[src/inc/flash_seq_pkg.sv]
/*
 flash_seq_pkg: register offsets, control bit positions, address layout and
 timing constants of the flash program/erase sequencer.
 assumes a 16-bit cpu address space with the array in its top quarter.
*/
package flash_seq_pkg;
	// register port offsets (byte addresses on the plain register port)
	localparam logic [15:0] ctrl_addr = 16'hFE08;
	localparam logic [15:0] protect_addr = 16'hFF7E;
	localparam logic [15:0] status_addr = 16'hFE09;
	localparam logic [15:0] array_lo = 16'hC000;
	localparam logic [15:0] user_hi = 16'hFDFF;
	localparam logic [15:0] vect_lo = 16'hFFDC;
	localparam logic [15:0] vect_hi = 16'hFFFF;
	// control register bit positions
	localparam int bit_pgm = 0;
	localparam int bit_erase = 1;
	localparam int bit_mass = 2;
	localparam int bit_high_voltage_enable = 3;
	// status register bit positions
	localparam int bit_latched = 0;
	localparam int bit_prot_read = 1;
	localparam int bit_hv_active = 2;
	localparam int bit_row_fail = 3;
	localparam int bit_refused = 4;
	// address layout
	localparam int page_lsb = 6;
	localparam int row_lsb = 5;
	localparam logic [1:0] prot_top = 2'h3;
	localparam logic [5:0] prot_low = 6'h00;
	localparam logic [7:0] prot_open = 8'hFF;
	localparam logic [7:0] prot_vect_only = 8'hFE;
	localparam logic [7:0] prot_reset = 8'hFF;
	localparam logic [7:0] ctrl_reset = 8'h00;
	// timing
	localparam int clk_mhz = 40;
	localparam int setup_delay_us = 10;
	localparam int setup_delay_cyc = setup_delay_us * clk_mhz;
	localparam int page_bytes = 64;
	localparam int vector_bytes = 36;
	localparam int row_bytes = 32;
	typedef enum logic [2:0] {
		st_idle = 3'b000,
		st_armed = 3'b001,
		st_latched = 3'b010,
		st_ready = 3'b011,
		st_hv = 3'b100
	} seq_state_t;
endpackage

[src/rtl/flash_program_erase_protect.sv]
/*
 flash_program_erase_protect: control sequencer for page erase, mass erase
 and row programming of an on-chip flash, with block protection.
 assumes a single-clock cpu register port; the array itself, charge pump and
 protect byte storage sit outside and are driven from the outputs here.
 // How it works
 // page erase covers 64 aligned bytes; vector area erases as one page
 // page erase: select erase, read protect, write page, wait, set hv
 // after hv, software holds, clears erase, waits, then clears hv
 // long erase hold advised above a thousand cycles
 // mass erase adds whole-array select and longer hold times
 // mass erase is refused unless protect byte is all ones
 // programming stays in one 32-byte row, else the attempt fails
 // software programs only erased bytes
 // program select enables address and data latching for a row
 // each byte written under hv, then software waits
 // byte intervals never exceed the per-byte maximum
 // cumulative hv time per row stays within its maximum
 // program routine runs outside the array
 // steps in order; unrelated bus traffic between steps is harmless
 // protected address blocks setting high voltage
 // protect byte read between select and high voltage
 // protect start is 11, protect byte, six zeros, up to top
 // all zeros protects everything; all ones protects nothing
 // protect byte other than open or vector-only locks itself
 // test high voltage on interrupt pin bypasses protection
 // protect byte erases like any byte when its page is open
 // wait mode aborts the operation and returns to standby
 // erase and program select never both one
 // hv set only with a select and the proper sequence done
*/
// The strobed register port and the register addresses are this design's own decisions.
`timescale 1ns/100ps
module flash_program_erase_protect #(
	parameter int setup_cycles = flash_seq_pkg::setup_delay_cyc
) (
	input wire logic clk,
	input wire logic rst_n,
	input wire logic [15:0] addr,
	input wire logic [7:0] wdata,
	input wire logic wr,
	input wire logic rd,
	output logic [7:0] rdata,
	input wire logic [7:0] protect_start_byte,
	input wire logic test_high_voltage,
	input wire logic wait_mode,
	output logic program_select,
	output logic erase_select,
	output logic mass_select,
	output logic high_voltage_enable,
	output logic array_write,
	output logic [15:0] array_addr,
	output logic [7:0] array_data
);
	localparam int cnt_w = $clog2(setup_cycles + 1);
	flash_seq_pkg::seq_state_t state_q;
	logic [7:0] rdata_q;
	logic [cnt_w-1:0] cnt_q;
	logic [15:0] latch_addr_q;
	logic [15:0] base_q;
	logic prot_read_q;
	logic row_fail_q;
	logic refused_q;
	logic awr_q;
	logic [7:0] adata_q;
	logic ctrl_wr;
	logic arr_wr;
	logic in_array;
	logic [15:0] prot_start;
	logic prot_bypass;
	logic addr_protected;
	logic protect_locked;
	logic mass_ok;
	logic hv_req;
	logic hv_allow;

	assign ctrl_wr = wr && (addr == flash_seq_pkg::ctrl_addr);
	assign in_array = ((addr >= flash_seq_pkg::array_lo) &&
		(addr <= flash_seq_pkg::user_hi)) || (addr ==
		flash_seq_pkg::protect_addr) || (addr >= flash_seq_pkg::vect_lo);
	assign arr_wr = wr && in_array;
	assign prot_start = {flash_seq_pkg::prot_top, protect_start_byte,
		flash_seq_pkg::prot_low};
	assign prot_bypass = test_high_voltage;
	// all zeros gives the array base, all ones leaves nothing protected
	assign addr_protected = !prot_bypass &&
		(protect_start_byte != flash_seq_pkg::prot_open) &&
		(latch_addr_q >= prot_start);
	// a locked protect byte sits inside its own protected range
	assign protect_locked = (protect_start_byte != flash_seq_pkg::prot_open)
		&& (protect_start_byte != flash_seq_pkg::prot_vect_only);
	assign mass_ok = prot_bypass ||
		(protect_start_byte == flash_seq_pkg::prot_open);
	assign hv_req = ctrl_wr && wdata[flash_seq_pkg::bit_high_voltage_enable];
	assign hv_allow = (state_q == flash_seq_pkg::st_ready) &&
		(program_select || erase_select) &&
		!(mass_select ? !mass_ok : addr_protected) &&
		!(protect_locked && !prot_bypass &&
		(latch_addr_q == flash_seq_pkg::protect_addr));

	// select bits; wait mode drops everything into standby
	always_ff @(posedge clk) begin
		if (!rst_n || wait_mode) begin
			program_select <= 1'b0;
			erase_select <= 1'b0;
			mass_select <= 1'b0;
		end else if (ctrl_wr) begin
			mass_select <= wdata[flash_seq_pkg::bit_mass];
			// both set at once, or one while the other is on: refused
			if (!(wdata[flash_seq_pkg::bit_pgm] &&
				(wdata[flash_seq_pkg::bit_erase] || erase_select))) begin
				program_select <= wdata[flash_seq_pkg::bit_pgm];
			end
			if (!(wdata[flash_seq_pkg::bit_erase] &&
				(wdata[flash_seq_pkg::bit_pgm] || program_select))) begin
				erase_select <= wdata[flash_seq_pkg::bit_erase];
			end
		end
	end

	// sequence: select, protect read, latch write, setup wait, hv
	always_ff @(posedge clk) begin
		if (!rst_n || wait_mode) begin
			state_q <= flash_seq_pkg::st_idle;
			cnt_q <= '0;
			prot_read_q <= 1'b0;
		end else begin
			case (state_q)
			flash_seq_pkg::st_idle: begin
				prot_read_q <= 1'b0;
				if (program_select || erase_select) begin
					state_q <= flash_seq_pkg::st_armed;
				end
			end
			flash_seq_pkg::st_armed: begin
				if (!(program_select || erase_select)) begin
					state_q <= flash_seq_pkg::st_idle;
				end else if (rd && addr == flash_seq_pkg::protect_addr) begin
					prot_read_q <= 1'b1;
				end else if (arr_wr && prot_read_q) begin
					state_q <= flash_seq_pkg::st_latched;
					cnt_q <= cnt_w'(setup_cycles);
				end
			end
			flash_seq_pkg::st_latched: begin
				// other bus traffic does not disturb the count
				if (!(program_select || erase_select)) begin
					state_q <= flash_seq_pkg::st_idle;
				end else if (cnt_q <= cnt_w'(1)) begin
					state_q <= flash_seq_pkg::st_ready;
				end else begin
					cnt_q <= cnt_q - cnt_w'(1);
				end
			end
			flash_seq_pkg::st_ready: begin
				if (!(program_select || erase_select)) begin
					state_q <= flash_seq_pkg::st_idle;
				end else if (hv_req && hv_allow) begin
					state_q <= flash_seq_pkg::st_hv;
				end
			end
			flash_seq_pkg::st_hv: begin
				if (!high_voltage_enable) begin
					state_q <= flash_seq_pkg::st_idle;
				end
			end
			default: state_q <= flash_seq_pkg::st_idle;
			endcase
		end
	end

	// high voltage: set only when allowed, cleared by software or abort
	always_ff @(posedge clk) begin
		if (!rst_n || wait_mode) begin
			high_voltage_enable <= 1'b0;
		end else if (ctrl_wr) begin
			if (!wdata[flash_seq_pkg::bit_high_voltage_enable]) begin
				high_voltage_enable <= 1'b0;
			end else if (hv_allow || high_voltage_enable) begin
				high_voltage_enable <= 1'b1;
			end
		end
	end

	// refusal flag: hv denied, sticky until a control write with the hv bit clear
	always_ff @(posedge clk) begin
		if (!rst_n) begin
			refused_q <= 1'b0;
		end else if (hv_req && !hv_allow && !high_voltage_enable) begin
			refused_q <= 1'b1;
		end else if (ctrl_wr && !wdata[flash_seq_pkg::bit_high_voltage_enable]) begin
			refused_q <= 1'b0;
		end
	end

	// latched address and row guard
	always_ff @(posedge clk) begin
		if (!rst_n) begin
			latch_addr_q <= '0;
			base_q <= '0;
			row_fail_q <= 1'b0;
		end else if (arr_wr && state_q == flash_seq_pkg::st_armed &&
			prot_read_q) begin
			latch_addr_q <= addr;
			row_fail_q <= 1'b0;
			// page granule for erase, row granule for programming
			if (erase_select) begin
				base_q <= {addr[15:flash_seq_pkg::page_lsb],
					{flash_seq_pkg::page_lsb{1'b0}}};
			end else begin
				base_q <= {addr[15:flash_seq_pkg::row_lsb],
					{flash_seq_pkg::row_lsb{1'b0}}};
			end
		end else if (arr_wr && state_q == flash_seq_pkg::st_hv &&
			program_select) begin
			if (addr[15:flash_seq_pkg::row_lsb] !=
				base_q[15:flash_seq_pkg::row_lsb]) begin
				row_fail_q <= 1'b1;
			end
		end
	end

	// array strobe: byte program within the latched row only, never for erase
	always_ff @(posedge clk) begin
		if (!rst_n) begin
			awr_q <= 1'b0;
			adata_q <= '0;
			array_addr <= '0;
		end else begin
			awr_q <= arr_wr && state_q == flash_seq_pkg::st_hv &&
				program_select && !row_fail_q &&
				(addr[15:flash_seq_pkg::row_lsb] ==
				base_q[15:flash_seq_pkg::row_lsb]);
			if (arr_wr) begin
				adata_q <= wdata;
				array_addr <= addr;
			end
		end
	end
	assign array_write = awr_q;
	assign array_data = adata_q;

	// register read port
	always_ff @(posedge clk) begin
		if (!rst_n) begin
			rdata_q <= flash_seq_pkg::ctrl_reset;
		end else if (rd) begin
			if (addr == flash_seq_pkg::ctrl_addr) begin
				rdata_q <= {4'h0, high_voltage_enable, mass_select,
					erase_select, program_select};
			end else if (addr == flash_seq_pkg::status_addr) begin
				rdata_q <= {3'h0, refused_q, row_fail_q,
					(state_q == flash_seq_pkg::st_hv), prot_read_q,
					(state_q == flash_seq_pkg::st_ready)};
			end else if (addr == flash_seq_pkg::protect_addr) begin
				rdata_q <= protect_start_byte;
			end else begin
				rdata_q <= 8'h00;
			end
		end else begin
			rdata_q <= 8'h00;
		end
	end
	assign rdata = rdata_q;
endmodule // flash_program_erase_protect
[config.mk]
export PLATFORM = sky130hd
export DESIGN_NAME = flash_program_erase_protect
export DESIGN_NICKNAME = d
export VERILOG_FILES = /design/src/inc/flash_seq_pkg.sv /design/src/rtl/flash_program_erase_protect.sv
export SDC_FILE = /design/constraint.sdc
export NUM_CORES = 1
export LEC_CHECK = 0
export BUFFER_PORTS_ARGS = -buffer_cell sky130_fd_sc_hd__buf_2
export CORE_AREA = 3 3 81 83
export CTS_BUF_LIST = sky130_fd_sc_hd__clkbuf_4
export DETAILED_ROUTE_END_ITERATION = 8
export DIE_AREA = 0 0 84 86
export GPL_TIMING_DRIVEN = 0
export PLACE_DENSITY = 0.93
export SLEW_MARGIN = 20
export SYNTH_ARGS = -nofsm -noshare
export SYNTH_HDL_FRONTEND = slang
export SYNTH_SLANG_ARGS = --single-unit
[constraint.sdc]
create_clock -name clk -period 2.6 [get_ports clk]
set_input_delay 0.52 -clock clk [delete_from_list [all_inputs] [get_ports clk]]
set_output_delay 0.52 -clock clk [all_outputs]
set_load 0.005 [all_outputs]
======== Word level (Yosys, flattened, before mapping) ========
Cells that the tools add are included.
storage, ports and cells
  register bits ........................... 84
  output and inout port bits .............. 37
  bits of input ports ..................... 38
  word-level logic and storage cells ...... 140
cells by class
  $add $sub $neg .......................... 1
  equal/unequal tests ..................... 26
  reductions and logical operators ........ 58
  $lt $le $gt $ge ......................... 5
  multiplexer cells ....................... 28
  bitwise gates (word level) .............. 5
operators by type and width
  kind                                                                              count
  16-bit equality test, second input constant                                       4
  9-bit two-way mux                                                                 5
  16-bit greater-or-equal comparator, second input constant                         2
  3-bit two-way mux                                                                 9
  1-bit logical AND                                                                 26
  9-bit case mux with 2 select lines                                                1
  16-bit greater-or-equal comparator                                                1
  16-bit less-or-equal comparator, second input constant                            1
  2-bit inequality test, second input constant                                      8
  8-bit inequality test, second input constant                                      2
  3-bit case mux with 5 select lines                                                1
  3-bit inequality test, second input constant                                      4
  6-bit AND reduction                                                               2
  11-bit equality test                                                              1
  11-bit inequality test                                                            1
  5-bit two-way mux                                                                 2
  2-bit AND reduction                                                               5
  9-bit by 1-bit less-or-equal comparator with 1-bit output, second input constant  1
  1-bit logical NOT                                                                 9
  9-bit by 1-bit subtractor with 9-bit output, second input constant                1
  8-bit equality test, second input constant                                        1
  1-bit logical OR                                                                  8
  1-bit two-way mux                                                                 7
  3-bit by 2-bit equality test with 1-bit output, second input constant             2
  other kinds (13)                                                                  19

======== Depth between registers and ports, before layout ========
  word-level depth ........................ 11
  gate-level depth with buffers ........... 8
  mapped depth without buffers ............ 8

======== Worst setup path after synthesis ========
OpenSTA, ideal clock, no wires.
  path type ............................... input-to-reg
  start point ............................. in addr[5]
  end point ............................... reg latch_addr_q[10]
  data arrival time ....................... 2.127 ns
  setup time .............................. 0.128 ns
  slack ................................... 0.346 ns
  data required time ...................... 2.472 ns
  path buffers ............................ 2
  stages on the path ...................... 8
  cell sequence ........................... buf_2 nand4_1 nor3_4 o2111ai_4 nor4_4 buf_6 mux2i_1 nor2_1
on the way
  cells in the longest elaborated chain, start to end .. 7
  elaborated cells on any way between the ends .. 10
  those cells by class .................... 3 x order compare; 1 x eq/ne; 6 x reduce/logical
RTL lines
  what                                                                                   line                                                                  RTL
  start: declaration                                                                     flash_program_erase_protect.sv:39                                     input wire logic [15:0] addr,
  16-bit greater-or-equal comparator or 16-bit less-or-equal comparator (tied branches)  flash_program_erase_protect.sv:78, flash_program_erase_protect.sv:79
  1-bit logical AND                                                                      flash_program_erase_protect.sv:78                                     assign in_array = ((addr >= flash_seq_pkg::array_lo) &&
  1-bit logical OR                                                                       flash_program_erase_protect.sv:79                                     (addr <= flash_seq_pkg::user_hi)) || (addr ==
  1-bit logical OR (*)                                                                   flash_program_erase_protect.sv:80                                     flash_seq_pkg::protect_addr) || (addr >= flash_seq_pkg::vect_lo);
  1-bit logical AND (*)                                                                  flash_program_erase_protect.sv:81                                     assign arr_wr = wr && in_array;
  1-bit logical AND (*) (2 in series)                                                    flash_program_erase_protect.sv:202                                    end else if (arr_wr && state_q == flash_seq_pkg::st_armed &&
  end signal: assignment                                                                 flash_program_erase_protect.sv:204                                    latch_addr_q <= addr;
  end: declaration                                                                       flash_program_erase_protect.sv:59                                     logic [15:0] latch_addr_q;
Mark *: on every way between the ends. The rest lies on a longest branch, timed or not.
A chain may end at the register's enable or synchronous reset.

======== Worst setup path after layout ========
  start point ............................. reg erase_select
  end point ............................... reg cnt_q[7]
on the way
  cells in the longest elaborated chain, start to end .. 3
  elaborated cells on any way between the ends .. 4
  those cells by class .................... 2 x eq/ne; 2 x reduce/logical
RTL lines
  what                               line                                                                    RTL
  start: declaration                 flash_program_erase_protect.sv:48                                       output logic erase_select,
  start signal: assignment           flash_program_erase_protect.sv:116                                      erase_select <= wdata[flash_seq_pkg::bit_erase];
  1-bit logical OR (*)               flash_program_erase_protect.sv:136, flash_program_erase_protect.sv:147
  2-bit inequality test (no line)    --
  6-bit AND reduction (no line) (*)  --
  end signal: assignment             flash_program_erase_protect.sv:142                                      cnt_q <= cnt_w'(setup_cycles);
  end signal: assignment             flash_program_erase_protect.sv:152                                      cnt_q <= cnt_q - cnt_w'(1);
  end: declaration                   flash_program_erase_protect.sv:58                                       logic [cnt_w-1:0] cnt_q;
Marked as above.

==> impl_metrics.csv <==
group,metric,value,unit
floorplanning,die_h,86,microns
sta,worst-slew-pin-transition,611,ps
sta,hold_viol,0,
pwr,ir_worst_vdd,398,uV
finish,ff_latch_area,1380,sq um
worst_setup_path,cpLargestDelayFamily,"simple AND/OR/NAND/NOR gates",
finish,multi_input_area,1760,sq um
drt,dr.pass1.iters,7,
clocking,numCtsBuffers,9,
drt,routedWlPerCell,15.9,microns
pwr,switching_power,0.000507,W
sta,fmax,428,MHz
worst_setup_path,start_kind,"flop",
sta,rsz0062_at_grt,"false",
floorplanning,die_w,84,microns
grt,grt-ovfl-total,0,
clocking,clockBufferDepth,2,
worst_setup_path,cp_slowest_stage_delay,560,ps
floorplanning,pin_count,75,
clocking,clock-sinks,69,
pwr,power_frac_clock,39.7,%
worst_setup_path,worstRegToRegCells,6,
clocking,cts_post_setup_buffers_inserted,0,
worst_setup_path,crit_path_end_kind,"flop",
yosys,synthTopCellsByCount,"dfxtp_1, nand2_1, a21oi_1, nor2_1, inv_1",
sta,setup_viol,0,
yosys,synth.yosys.seq_area_share,42.1,%
finish,antennaDiodeCount,0,
clocking,cts_tree,"built",
hold_path,hold_class,"primary input to flop",
placement,io_buffers,71,
yosys,postSynthCellCount,382,
clocking,clockRootBuffer,"clkbuf_4",
worst_setup_path,cp.required,2980,ps
placement,dp_hpwl,6590,microns
pwr,p_total,0.00203,W
sta,report.final.slew_viol_count,0,
yosys,synthArstFlopShare,0,%
drt,via_per_inst,5.86,
grt,grt_use_total,24.6,%
yosys,avgSynthCellArea,8.60,sq um
drt,ant_nets,0,
grt,antenna_found_initial,0,
hold_path,hold_depth,2,
worst_setup_path,worst-path-buf-inv,0,
finish,fin_cells,544,
worst_setup_path,crit_slowest_cell,"or4b_1",
worst_setup_path,cp_max_fo,9,
sta,setup_tns,0,ps
finish,finalNetCount,512,
yosys,ys_ff_latch,69,
finish,drive_above_1_share,21.5,%
finish,area_growth,18.6,%
floorplanning,coreArea,5920,sq um
finish,fill_cells,485,
drt,remaining_drc_errors,0,
flow_run,max_cap_viol_count,0,
yosys,yosysTopAreaCell,"dfxtp_1",
finish,final_core_util,65.8,%
pwr,p_leak,1.61,nW
grt,grt_max_degree,13,
floorplanning,core.rowCount,28,
worst_setup_path,path_class,"flop to flop",
sta,fin_worst_skew,9.96,ps
clocking,cts_resized,0,
sta,period_minus_slack,2340,ps
yosys,syn-num-nets,430,
placement,gp_congestion,0.885,
outcome,status,"complete, no violations",
placement,placed_cells,528,
drt,drt_iter0_drc,227,
worst_setup_path,path_depth,6,
placement,post_dp_cell_area,3730,sq um
pwr,pwr-share-comb,7.4,%
yosys,syn_area,3280,sq um
yosys,yosysUniqueCellTypes,55,
yosys,yosysMostFrequentCell,"dfxtp_1",
pwr,powerDensity,522,nW/um^2
yosys,yosys_most_used_dff,"dfxtp_1",
grt,grt_pass1_vias,3168,
clocking,path_clk_slew,120,ps
worst_setup_path,crit_chain,"nor2_1 > or4b_1 > a21oi_4 > nand2_1 > or4_1 > a31oi_1",
worst_setup_path,worst-endpoint-arrival,2720,ps
yosys,synth_area_leaders,"dfxtp_1, a21oi_1, nand2_1, mux2i_1, xor2_1",
sta,finalCritPeriodShare,90.0,%
pwr,p_seq_share,52.9,%
sta,relSlewSlack,58.9,%
yosys,synth-edff-count,0,
pwr,sw_frac_of_total,24.9,%
finish,fin_area,3890,sq um
floorplanning,fp.dieArea,7220,sq um
yosys,synth_top_cell_area_share,42.1,%
clocking,postCtsHoldBufs,0,
yosys,ys_warn_count,0,
clocking,htreeDepth,3,
drt,vias,3188,
drt,drt-total-wl,8650,microns
clocking,clk_latency,440,ps
grt,grt_pass1_wl,14400,microns
pwr,internal-power,0.00153,W
floorplanning,initial_core_util,55.5,%
-- cells by family after synthesis --
kind of cell | count (synthesis) | share of synthesized area (%)
and+or+nand+nor | 156 | 24.5
AOI/OAI and AO/OA | 81 | 16.2
DFF | 69 | 42.1
buffers and inverters | 34 | 4.23
xor gates and xnor gates | 16 | 4.27
muxes | 15 | 4.61
adders and majority gates | 11 | 4.11
-- placed cells by master (no fill, tap or decap), types with 4 or more instances in the layout --
cell type,instances
a21oi_1,45
a31oi_1,6
and2_1,6
buf_2,73
clkbuf_1,13
clkbuf_4,10
dfxtp_1,69
ha_1,10
inv_1,17
mux2i_1,14
nand2_1,55
nand3_1,6
nand4_1,8
nor2_1,33
nor3_1,14
nor4_1,8
o21a_1,5
o21ai_0,4
or4_1,4
xor2_1,15
-- cell type report --
cell class              instances  area share (%)
flip-flops and latches         69            35.5
repair buffers                 71            9.12
clock buffers                  10            1.93
clock inverters                 6            2.22
plain buffers                  17            1.93
multi-input cells             279            45.3
inverters                      17            1.64
well taps                      75            2.41
-- flip-flops by register name, summed over array words and instances (netlist names), 2 cells and up --
name,cells
rdata,8
latch_addr_q,15
cnt_q,9
array_data,8
state_q,3
base_q,2
array_addr,16
-- per-layer routing --
metal / vias up / global-route usage (%) / share of wire, %
met4: 0 / 12.1 / 2.7
met1: 1488 / 28.1 / 39
li1: 1518 / - / -
met3: 33 / 6.53 / 8.1
met2: 149 / 42.6 / 50
met5: - / 0 / 0
-- worst register-to-register path: cells and delay by family (launching register included) --
kind,cells,cell delay [ps]
AO/OA/AOI/OAI,2,430
AND/OR/NAND/NOR,4,1350
flip-flops,1,510
-- path summary, 6_finish.rpt --
check        slack [ps]             startpoint             to
min                 300  protect_start_byte[7]       rdata[7]
max reg2reg         260           erase_select       cnt_q[7]
max                 260           erase_select       cnt_q[7]
min reg2reg         460          array_data[5]  array_data[5]
-- stage by stage --
stage               worst slack, ps  hold slack [ps]
finish                          261              297
global route                   95.3              315
CTS                             273              297
detailed placement             31.1              444
global placement               61.3              440
floorplan                       346              443
-- power groups by stage --
stage / combinational, W / sequential, W / clock [W]
global placement: 0.000143 / 0.00110 / 0
floorplan: 0.0000652 / 0.00110 / 0
detailed placement: 0.000148 / 0.00110 / 0
global route: 0.000166 / 0.00108 / 0.000844
finish: 0.000150 / 0.00108 / 0.000807
CTS: 0.000149 / 0.00108 / 0.000808
(Power assumes the default switching activity.)
